--- src/core/ufd_consts.svh ---
// Offsets, field positions, reset values and levels of the FIFO/DMA control block.
// Assumes a 32-bit APB with an 8-bit byte address.
`ifndef UFD_CONSTS_SVH
`define UFD_CONSTS_SVH

// Register byte offsets
`define UFD_OFF_SETUP   8'h00
`define UFD_OFF_STATUS  8'h04
`define UFD_OFF_MASK    8'h08
`define UFD_OFF_LIVE    8'h0C

// fifo_setup_control fields
`define UFD_SET_EN      0
`define UFD_SET_CLR_RX  1
`define UFD_SET_CLR_TX  2
`define UFD_SET_MODE    3
`define UFD_SET_THR_LO  6
`define UFD_SET_THR_HI  7
`define UFD_SET_RESET   8'h00

// Status and mask fields
`define UFD_ST_TXE      0
`define UFD_ST_RXT      1
`define UFD_ST_TMO      2
`define UFD_ST_RESET    3'h0
`define UFD_MASK_RESET  3'h0

// Depths and receive levels
`define UFD_DEPTH_FIFO  5'h10
`define UFD_DEPTH_HOLD  5'h01
`define UFD_THR_01      5'h01
`define UFD_THR_04      5'h04
`define UFD_THR_08      5'h08
`define UFD_THR_14      5'h0E

`endif

--- src/core/ufd_pkg.sv ---
// Types of the FIFO/DMA control block.
// Assumes ufd_consts.svh is on the include path.
`default_nettype none
package ufd_pkg;

  // Per-cycle strobes from the rest of the channel
  typedef struct packed {
    logic tx_load;
    logic tx_unload;
    logic rx_load;
    logic rx_unload;
    logic rx_timeout;
  } ufd_chan_ev_type;

  // Fill state presented back to the channel
  typedef struct packed {
    logic       fifo_en;
    logic       tx_fifo_clear;
    logic       rx_fifo_clear;
    logic [4:0] tx_count;
    logic [4:0] rx_count;
    logic       rx_int;
    logic       tx_empty_int;
  } ufd_fifo_stat_type;

  typedef struct packed {
    logic [7:0]        setup;
    ufd_fifo_stat_type fs;
    logic              tx_dma_request_n;
    logic              rx_dma_request_n;
    logic [2:0]        status;
    logic [2:0]        mask;
    logic              irq;
    logic [31:0]       prdata;
    logic              pready;
    logic              pslverr;
  } ufd_state_type;

endpackage : ufd_pkg
`default_nettype wire

--- src/core/ufd_ctrl.sv ---
// FIFO enable/clear, receive threshold and DMA request pins of one channel.
// Assumes channel strobes are synchronous to sys_clk; APB runs on sys_clk.
//
// Contract
// - Enable bit runs both FIFOs, else holding registers
// - Setup write without enable keeps other bits
// - Transmit clear empties count, bit self-clears
// - Receive clear empties count, bit self-clears
// - Threshold field maps to 1, 4, 8, 14
// - Receive interrupt at threshold, FIFO keeps filling
// - Mode bit selects DMA mode 0 or 1; mode 1 only while enable is set
// - Mode 0: transmit request low while empty
// - Mode 0: receive request low while data waits
// - Mode 1: transmit request high only when full
// - Mode 1: receive request low threshold/timeout until empty
// - Both modes set empty and threshold interrupt conditions
// - Bits 5:4 unused, held zero
// - Setup register resets to all zero
// - Receive interrupt clears below threshold
// - Empty interrupt cleared by status read or load
`default_nettype none
`include "ufd_consts.svh"

module ufd_ctrl (
  input  wire logic                  sys_clk,
  input  wire logic                  nrst,
  input  wire logic [7:0]            paddr,
  input  wire logic                  psel,
  input  wire logic                  penable,
  input  wire logic                  pwrite,
  input  wire logic [31:0]           pwdata,
  output logic      [31:0]           prdata,
  output logic                       pready,
  output logic                       pslverr,
  input  wire ufd_pkg::ufd_chan_ev_type chan_ev,
  output ufd_pkg::ufd_fifo_stat_type fifo_stat,
  output logic                       tx_dma_request_n,
  output logic                       rx_dma_request_n,
  output logic                       irq
);
  import ufd_pkg::*;

  ufd_state_type s;
  ufd_state_type n;
  logic          acc_wr;
  logic          acc_rd;
  logic          en_next;
  logic          mode1;
  logic [4:0]    tx_depth;
  logic [4:0]    rx_depth;
  logic [4:0]    thr_next;
  logic          tx_inc;
  logic          tx_dec;
  logic          rx_inc;
  logic          rx_dec;
  logic [2:0]    st_set;
  logic [2:0]    st_clr;

  function automatic logic [4:0] ufd_thr(input logic [1:0] f);
    unique case (f)
      2'b00: ufd_thr = `UFD_THR_01;
      2'b01: ufd_thr = `UFD_THR_04;
      2'b10: ufd_thr = `UFD_THR_08;
      2'b11: ufd_thr = `UFD_THR_14;
    endcase
  endfunction : ufd_thr

  //////////////////////////////////////////////////////////////////////////////
  always_comb begin
    n        = s;
    acc_wr   = psel & penable & s.pready & pwrite;
    acc_rd   = psel & penable & s.pready & ~pwrite;
    // Answer comes one cycle after setup, so outputs stay registered
    n.pready = psel & ~penable;
    n.fs.tx_fifo_clear = 1'b0;
    n.fs.rx_fifo_clear = 1'b0;
    st_clr   = 3'h0;

    if (psel & ~penable) begin
      n.pslverr = 1'b0;
      n.prdata  = 32'h0000_0000;
      unique case (paddr)
        `UFD_OFF_SETUP:  n.prdata = 32'h0000_0000;
        `UFD_OFF_STATUS: n.prdata = {29'h0000_0000, s.status};
        `UFD_OFF_MASK:   n.prdata = {29'h0000_0000, s.mask};
        `UFD_OFF_LIVE:   n.prdata = {16'h0000, s.tx_dma_request_n, s.rx_dma_request_n,
                                     s.setup[7:6], s.setup[3], s.setup[0],
                                     s.fs.rx_count, s.fs.tx_count};
        default:         n.pslverr = 1'b1;
      endcase
    end

    if (acc_wr && paddr == `UFD_OFF_SETUP) begin
      if (pwdata[`UFD_SET_EN]) begin
        // Bits 5:4 and the clear bits are never stored
        n.setup = {pwdata[7:6], 2'b00, pwdata[3], 3'b001};
        n.fs.tx_fifo_clear = pwdata[`UFD_SET_CLR_TX];
        n.fs.rx_fifo_clear = pwdata[`UFD_SET_CLR_RX];
      end else begin
        n.setup[`UFD_SET_EN] = 1'b0;
      end
      // Switching depth would strand entries, so both sides are wiped
      if (n.setup[`UFD_SET_EN] != s.setup[`UFD_SET_EN]) begin
        n.fs.tx_fifo_clear = 1'b1;
        n.fs.rx_fifo_clear = 1'b1;
      end
    end
    if (acc_wr && paddr == `UFD_OFF_MASK) begin
      n.mask = pwdata[2:0];
    end
    if (acc_rd && paddr == `UFD_OFF_STATUS) begin
      st_clr = s.prdata[2:0];
    end

    en_next    = n.setup[`UFD_SET_EN];
    n.fs.fifo_en = en_next;
    mode1    = en_next & n.setup[`UFD_SET_MODE];
    tx_depth = s.setup[`UFD_SET_EN] ? `UFD_DEPTH_FIFO : `UFD_DEPTH_HOLD;
    rx_depth = tx_depth;
    thr_next = en_next ? ufd_thr(n.setup[7:6]) : `UFD_THR_01;

    tx_inc = chan_ev.tx_load & (s.fs.tx_count != tx_depth);
    tx_dec = chan_ev.tx_unload & (s.fs.tx_count != 5'h00);
    rx_inc = chan_ev.rx_load & (s.fs.rx_count != rx_depth);
    rx_dec = chan_ev.rx_unload & (s.fs.rx_count != 5'h00);

    // Shift registers live outside; only counts and storage are wiped
    if (n.fs.tx_fifo_clear) begin
      n.fs.tx_count = 5'h00;
    end else begin
      n.fs.tx_count = s.fs.tx_count + {4'h0, tx_inc} - {4'h0, tx_dec};
    end
    if (n.fs.rx_fifo_clear) begin
      n.fs.rx_count = 5'h00;
    end else begin
      n.fs.rx_count = s.fs.rx_count + {4'h0, rx_inc} - {4'h0, rx_dec};
    end

    // Level interrupt follows the count both ways
    n.fs.rx_int = (n.fs.rx_count >= thr_next);

    if (mode1) begin
      n.tx_dma_request_n = (n.fs.tx_count == `UFD_DEPTH_FIFO);
      if (n.fs.rx_count == 5'h00) begin
        n.rx_dma_request_n = 1'b1;
      end else if (n.fs.rx_int | chan_ev.rx_timeout) begin
        n.rx_dma_request_n = 1'b0;
      end
    end else begin
      n.tx_dma_request_n = (n.fs.tx_count != 5'h00);
      n.rx_dma_request_n = (n.fs.rx_count == 5'h00);
    end

    st_set[`UFD_ST_TXE] = (s.fs.tx_count != 5'h00) & (n.fs.tx_count == 5'h00);
    st_set[`UFD_ST_RXT] = ~s.fs.rx_int & n.fs.rx_int;
    st_set[`UFD_ST_TMO] = chan_ev.rx_timeout & (s.fs.rx_count != 5'h00);
    st_clr[`UFD_ST_TXE] = st_clr[`UFD_ST_TXE] | tx_inc;
    st_clr[`UFD_ST_RXT] = st_clr[`UFD_ST_RXT] | ~n.fs.rx_int;
    // A new event beats a clear in the same cycle
    n.status = (s.status & ~st_clr) | st_set;
    n.fs.tx_empty_int = n.status[`UFD_ST_TXE];
    n.irq    = |(n.status & n.mask);
  end

  //////////////////////////////////////////////////////////////////////////////
  always_ff @(posedge sys_clk or negedge nrst) begin
    if (!nrst) begin
      s.setup            <= `UFD_SET_RESET;
      s.fs               <= '0;
      s.tx_dma_request_n <= 1'b0;
      s.rx_dma_request_n <= 1'b1;
      s.status           <= `UFD_ST_RESET;
      s.mask             <= `UFD_MASK_RESET;
      s.irq              <= 1'b0;
      s.prdata           <= 32'h0000_0000;
      s.pready           <= 1'b0;
      s.pslverr          <= 1'b0;
    end else begin
      s <= n;
    end
  end

  assign prdata           = s.prdata;
  assign pready           = s.pready;
  assign pslverr          = s.pslverr;
  assign fifo_stat        = s.fs;
  assign tx_dma_request_n = s.tx_dma_request_n;
  assign rx_dma_request_n = s.rx_dma_request_n;
  assign irq              = s.irq;

  logic m1_now;
  logic set_wr;
  assign m1_now = s.setup[`UFD_SET_EN] & s.setup[`UFD_SET_MODE];
  assign set_wr = acc_wr && paddr == `UFD_OFF_SETUP;
endmodule : ufd_ctrl
`default_nettype wire

--- config.mk ---
export PLATFORM = sky130hd
export DESIGN_NAME = ufd_ctrl
export DESIGN_NICKNAME = d
export VERILOG_FILES = /design/src/core/ufd_pkg.sv /design/src/core/ufd_ctrl.sv
export VERILOG_INCLUDE_DIRS = /design/src /design/src/core
export SDC_FILE = /design/constraint.sdc
export NUM_CORES = 1
export LEC_CHECK = 0
export BUFFER_PORTS_ARGS = -buffer_cell sky130_fd_sc_hd__buf_2
export CELL_PAD_IN_SITES_DETAIL_PLACEMENT = 1
export CELL_PAD_IN_SITES_GLOBAL_PLACEMENT = 2
export CORE_AREA = 2 2 98 100
export CTS_CLUSTER_DIAMETER = 200
export DETAILED_ROUTE_END_ITERATION = 6
export DIE_AREA = 0 0 100 102
export PLACE_DENSITY_LB_ADDON = 0.1
export SKIP_LAST_GASP = 1
export SLEW_MARGIN = 30
export SYNTH_ARGS = -nofsm -noshare
export SYNTH_HDL_FRONTEND = slang
export SYNTH_SLANG_ARGS = --single-unit
--- constraint.sdc ---
create_clock -name sys_clk -period 6.85 [get_ports sys_clk]
set_input_delay 0 -clock sys_clk [delete_from_list [all_inputs] [get_ports sys_clk]]
set_output_delay 0 -clock sys_clk [all_outputs]
set_load 0.03 [all_outputs]
; ---- After elaboration in Yosys (flattened, before gate mapping)
; Index checks and enable logic that the tools add are counted.
[word_totals]
reg_bits = 62
in_bits = 50
output_inout_bits = 52
word_cells = 87
[op_classes]
addsub = 4
order_cmp = 1
eq_ne = 11
n_mux = 19
n_bitwise = 24
n_reduce_logical = 12
[ops]
columns = op, count
row1 = $pmux W16 S3, 1
row2 = $mux W5, 4
row3 = $pmux W5 S4, 1
row4 = $eq A8 B4 Y1 const B, 2
row5 = $reduce_bool A5 Y1, 3
row6 = $and A1 B1 Y1, 13
row7 = $add A5 B1 Y5, 2
row8 = $logic_not A5 Y1, 2
row9 = $ne A5 B5 Y1, 2
row10 = $sub A5 B1 Y5, 2
row11 = $eq A8 B3 Y1 const B, 1
row12 = $logic_not A8 Y1, 1
row13 = $mux W2, 4
row14 = $mux W8, 1
row15 = $mux W7, 1
row16 = $and A3 B3 Y3, 2
row17 = $mux W3, 2
row18 = $eq A5 B5 Y1 const B, 1
row19 = $ge A5 B5 Y1, 1
row20 = $mux W1, 5
row21 = $eq A2 B2 Y1 const B, 2
row22 = $not A1 Y1, 4
row23 = $reduce_or A4 Y1, 1
row24 = $logic_and A1 B1 Y1, 3
row25 = other kinds (8), 10

; ---- Longest topological paths before layout
[logic_depth]
depth_word = 17
depth_mapped = 17
depth_no_buf = 17

; ---- Least setup slack after synthesis
; Ideal clock, no wire load.
[synth_timing]
kind = reg-to-reg
startpoint = reg s (netlist bit fifo_stat[5])
endpoint = reg rx_dma_request_n (netlist name)
t_arrival_ns = 3.089
required_ns = 6.788
slack_ns = 3.699
path_stages_with_launch = 17
n_path_buf = 0
period_less_slack_ns = 3.151
path_cell_list = dfrtp_1 -> inv_1 -> ha_1 -> nand2_1 -> or3_1 -> and2_1 -> ha_1 -> inv_1 -> ha_1 -> inv_1 -> fa_1 -> nor2_1 -> ha_1 -> a211oi_1 -> o221ai_2 -> inv_1 -> a41o_1
[synth_rtl]
columns = element, line_no
row1 = start: declaration, ufd_ctrl.sv:43  ; ufd_state_type s;
row2 = start signal: assignment, ufd_ctrl.sv:179  ; s <= n;

==> results by stage <==
Synth:
- The share of async-settable or async-resettable flops after synthesis is 100%.
- The post-synthesis instance area is 2830 sq um.
- The post-synthesis register bit count is 44.
- Yosys printed 0 warnings.
- The number of unique standard cell types used by synthesis is 51.
- Synthesis produced between 200 and 300 cells.
- The register area share after synthesis is between 30% and 40%.
- The most used flip-flop cell after synthesis is sky130_fd_sc_hd__dfrtp_1.
- The number of flops mapped to enable cells by yosys is 0.
- The synthesized area per cell is 10.3 sq um.

GRT:
- Global routing used 13.8% of the available tracks across all layers.
- The initial antenna violation count is 0.
- The pin count of the biggest net entering global routing is 45.
- The first global-routing pass estimated 10,900 um of wire.
- The via count of the first global-routing pass is 2,096.
- For this run the aggregate overflow at the end of global routing stands at 0.

CTS:
- The maximum level of the CTS H-tree is 2.
- The cell chosen for the clock root is sky130_fd_sc_hd__clkbuf_8.
- The CTS tree is yes.
- After clock tree synthesis, the clock-pin slew on the worst setup and hold paths is 0.09 ns.
- Clock latency on the worst-skew pair, taken at its later pin, is ~0.3 ns.
- The total number of clock tree sinks is 44.
- The deepest clock path buffer count is 2.
- The number of buffers added by the clock tree synthesis step is 5.
- After clock tree synthesis, the repair step resized 0 gates.

Route:
- In the routed design, unresolved DRC markers number 0.
- After detailed routing, the number of vias per cell comes to about 4.7.
- The post-detailed-route count of antenna-violating nets is 0.
- The number of design-rule violations left by the first detailed-router iteration is 42.
- The total number of vias is 1,968.
- The final wirelength is 6620 um.
- After detailed routing, the average wire length per cell comes to 15.7 um.
- The number of iterations in the first detailed-routing pass is 4.

Min path:
- The worst hold path terminates at s[58]$_DFF_PN0_.
- The instance count along the most critical hold path is 2.
- The critical hold path startpoint is pwdata[0].
- The worst min-delay path category is primary input to flop.

STA:
- The minimum hold slack is between 0.06 and 0.07 ns.
- The final hold violation count came to 0.
- Setup repair after global routing left no endpoint under its margin.
- For this run, the top clock speed supported by timing is 0.283 GHz.
- The final count of pins violating max slew is 0.
- The final critical-path share of the clock period is 51.6%.
- On the final layout, the worst clock skew is 0.00723 ns.
- The routed design could run at a clock period as short as 3.53 ns.
- The post-route setup TNS is 0 ns.
- The pin slew with the least headroom to its limit is 0.844 ns.
- The worst relative slew slack is 43.7%.
- The final count of negative-setup-slack endpoints is 0.
- The worst path meets setup with 3.32 ns of slack.

Floorplanning:
- The initial utilization of the core area, before any placement, comes to 31.1%.
- The area of the placeable core is 9110 sq um.
- Measured along the x axis, the die boundary spans 100 um.
- After floorplanning, the core was divided into 35 placement rows.
- From bottom edge to top edge, the die measures around 100 um.
- The die footprint is 10,200 sq um.
- ~100 I/O pins were placed.

Critical path:
- The highest fanout seen on the critical path is 4.
- The worst setup path is captured at a flop.
- For this run, the slowest stage of the critical path takes about 0.45 ns.
- The worst reg2reg path endpoint is rx_dma_request_n$_DFFE_PN1P_.
- The number of buffers and inverters on the critical path is 4.
- Walking the worst path, the cells encountered are inv_1, ha_1, nand2_1, or3_1, and2_1, ha_1, inv_1, ha_1, inv_1, fa_1, xor2_1, nor2_1, ha_1, a211oi_1, o221ai_2, inv_1, a41o_1.
- The worst register-to-register path has a setup slack of 3.32 ns.
- The critical path crosses 17 cells after its start point.
- Data on the critical path is required at its endpoint by 7.10 ns.
- In this run the critical register-to-register path is launched from fifo_stat[5]$_DFF_PN0_.
- The worst setup path startpoint is fifo_stat[5]$_DFF_PN0_.
- The worst setup path is launched from a flop.
- The depth of the worst register-to-register path is 17.
- At the worst endpoint, the arrival time is roughly 3.8 ns.
- The highest-delay cell along the critical path is sky130_fd_sc_hd__dfrtp_1.
- The class of the most critical setup path is flop to flop.
- The kind of cell adding the most delay to the critical path is adder cells.

Pwr:
- The analysis attributes to cell leakage a power of 0.00159 uW.
- The power density over the cells is roughly 400 nW/um^2.
- The worst-case IR drop observed on VDD is around 0.12 mV.

Placed design:
- Input and output buffers added on the ports amount to 59.
- The HPWL after detailed placement is 5080 um.
- The post-placement setup slack is between 3 and 4 ns.
- The total instance count after detailed placement is approximately 400.
- At the end of routability-driven placement, the weighted congestion stood at a little under 0.8.

Finish:
- Compared with the post-synthesis result, the final layout area differs by 10.8%.
- Fill cells in the final layout number between 1k and 1.5k.
- In the final layout, the multi-input gates occupy 1310 sq um.
- Leaving out fill and tap cells, the most frequent cell in the layout is sky130_fd_sc_hd__buf_2.
- Leaving out fill and tap cells, the most frequent cells in the layout are sky130_fd_sc_hd__buf_2, sky130_fd_sc_hd__dfrtp_1, sky130_fd_sc_hd__inv_1.
- Cells with a size suffix above 1 make up 29.9% of the layout.
- The finished layout holds about 420 standard cells, fillers aside.
- The sequential standard cell area is approximately 1100 sq um.
- The number of nets in the layout is 378.
- The repair_antennas step left the layout with diodes totalling 0.

Outcome:
- The flow ran to the end, and the final reports show no timing, DRC or antenna violations.

Job:
- The max-cap check violation count is 0.
-- registers in the layout (all words and copies together), names as in the netlist --
signal	count
tx_dma_request_n	1
irq	1
pslverr	1
fifo_stat	13
pready	1
rx_dma_request_n	1
s	10
prdata	16
-- cells by family (layout without fill, tap and decap cells) --
logic type               count (synthesis)  count (layout)  synth area share, %
AO/OA/AOI/OAI                           48              48                 12.8
XOR/XNOR                                 8               8                 2.48
adder cells (fa/ha/maj)                 18              18                 8.49
buffers and inverters                   76              97                 16.6
flip-flops                              44              44                 39.0
multiplexers                            11              11                 4.60
other                                    1              16                0.133
AND/OR/NAND/NOR                         69              69                 15.9
-- stage by stage --
step | util, % | power (uW) | area (sq um)
after floorplan | - | 940 | 2890
after global placement | 32.3 | 1050 | 2940
after detailed placement | 32.3 | 1060 | 2940
after CTS | 34.4 | 1290 | 3130
after global routing | 34.4 | 1390 | 3130
final | 34.4 | 1260 | 3130
-- what timing repair did --
action | CTS | global route
hold buffers | 7 | 0
buffers inserted | 0 | 0
endpoints found under the hold margin | 49 | 0
-- cell type report --
class / instances / share of cell area [%]
Tap cell: 111 / 4.43
Clock inverter: 2 / 1.24
Sequential cell: 44 / 35.2
Timing Repair Buffer: 67 / 12.0
Inverter: 22 / 2.63
Clock buffer: 6 / 2.63
Multi-Input combinational cell: 170 / 41.9
-- worst max-delay path by stage --
stage,slack (ns),to
global route,2.96,rx_dma_request_n$_DFFE_PN1P_
floorplan,3.70,rx_dma_request_n$_DFFE_PN1P_
finish,3.32,rx_dma_request_n$_DFFE_PN1P_
CTS,3.24,rx_dma_request_n$_DFFE_PN1P_
detailed placement,3.28,rx_dma_request_n$_DFFE_PN1P_
global placement,3.25,rx_dma_request_n$_DFFE_PN1P_
-- synthesized netlist by cell type (3+ instances only) --
master	count	area [sq um]
sky130_fd_sc_hd__mux2_2	8	90.1
sky130_fd_sc_hd__buf_4	48	360
sky130_fd_sc_hd__a22o_1	13	114
sky130_fd_sc_hd__dfrtp_1	43	1080
sky130_fd_sc_hd__xor2_1	4	35.0
sky130_fd_sc_hd__a22oi_1	3	22.5
sky130_fd_sc_hd__a21oi_1	7	35.0
sky130_fd_sc_hd__inv_1	22	82.6
sky130_fd_sc_hd__o21ai_0	6	30.0
sky130_fd_sc_hd__ha_1	16	200
sky130_fd_sc_hd__nor2_1	14	52.6
sky130_fd_sc_hd__nand3_1	4	20.0
sky130_fd_sc_hd__nor4_4	5	106
sky130_fd_sc_hd__nand2b_1	6	37.5
sky130_fd_sc_hd__nor2b_1	9	56.3
sky130_fd_sc_hd__nand2_1	14	52.6
sky130_fd_sc_hd__clkbuf_1	3	11.3
sky130_fd_sc_hd__buf_2	3	15.0
sky130_fd_sc_hd__xnor2_1	4	35.0
sky130_fd_sc_hd__a21o_1	4	30.0
-- metal layers --
layer	vias up	GRT usage, %	wire length, um
li1	945	-	-
met1	972	18.2	3160
met5	-	0	0
met3	7	1.71	181
met2	44	24.0	3200
met4	0	3.79	80
-- where the power goes --
part	total (uW)	internal, uW	switching (uW)
combinational	663	259	404
sequential	381	315	65.9
clock	215	119	95.2
total	1260	694	565
No activity file was read; power rests on OpenSTA's default activity.
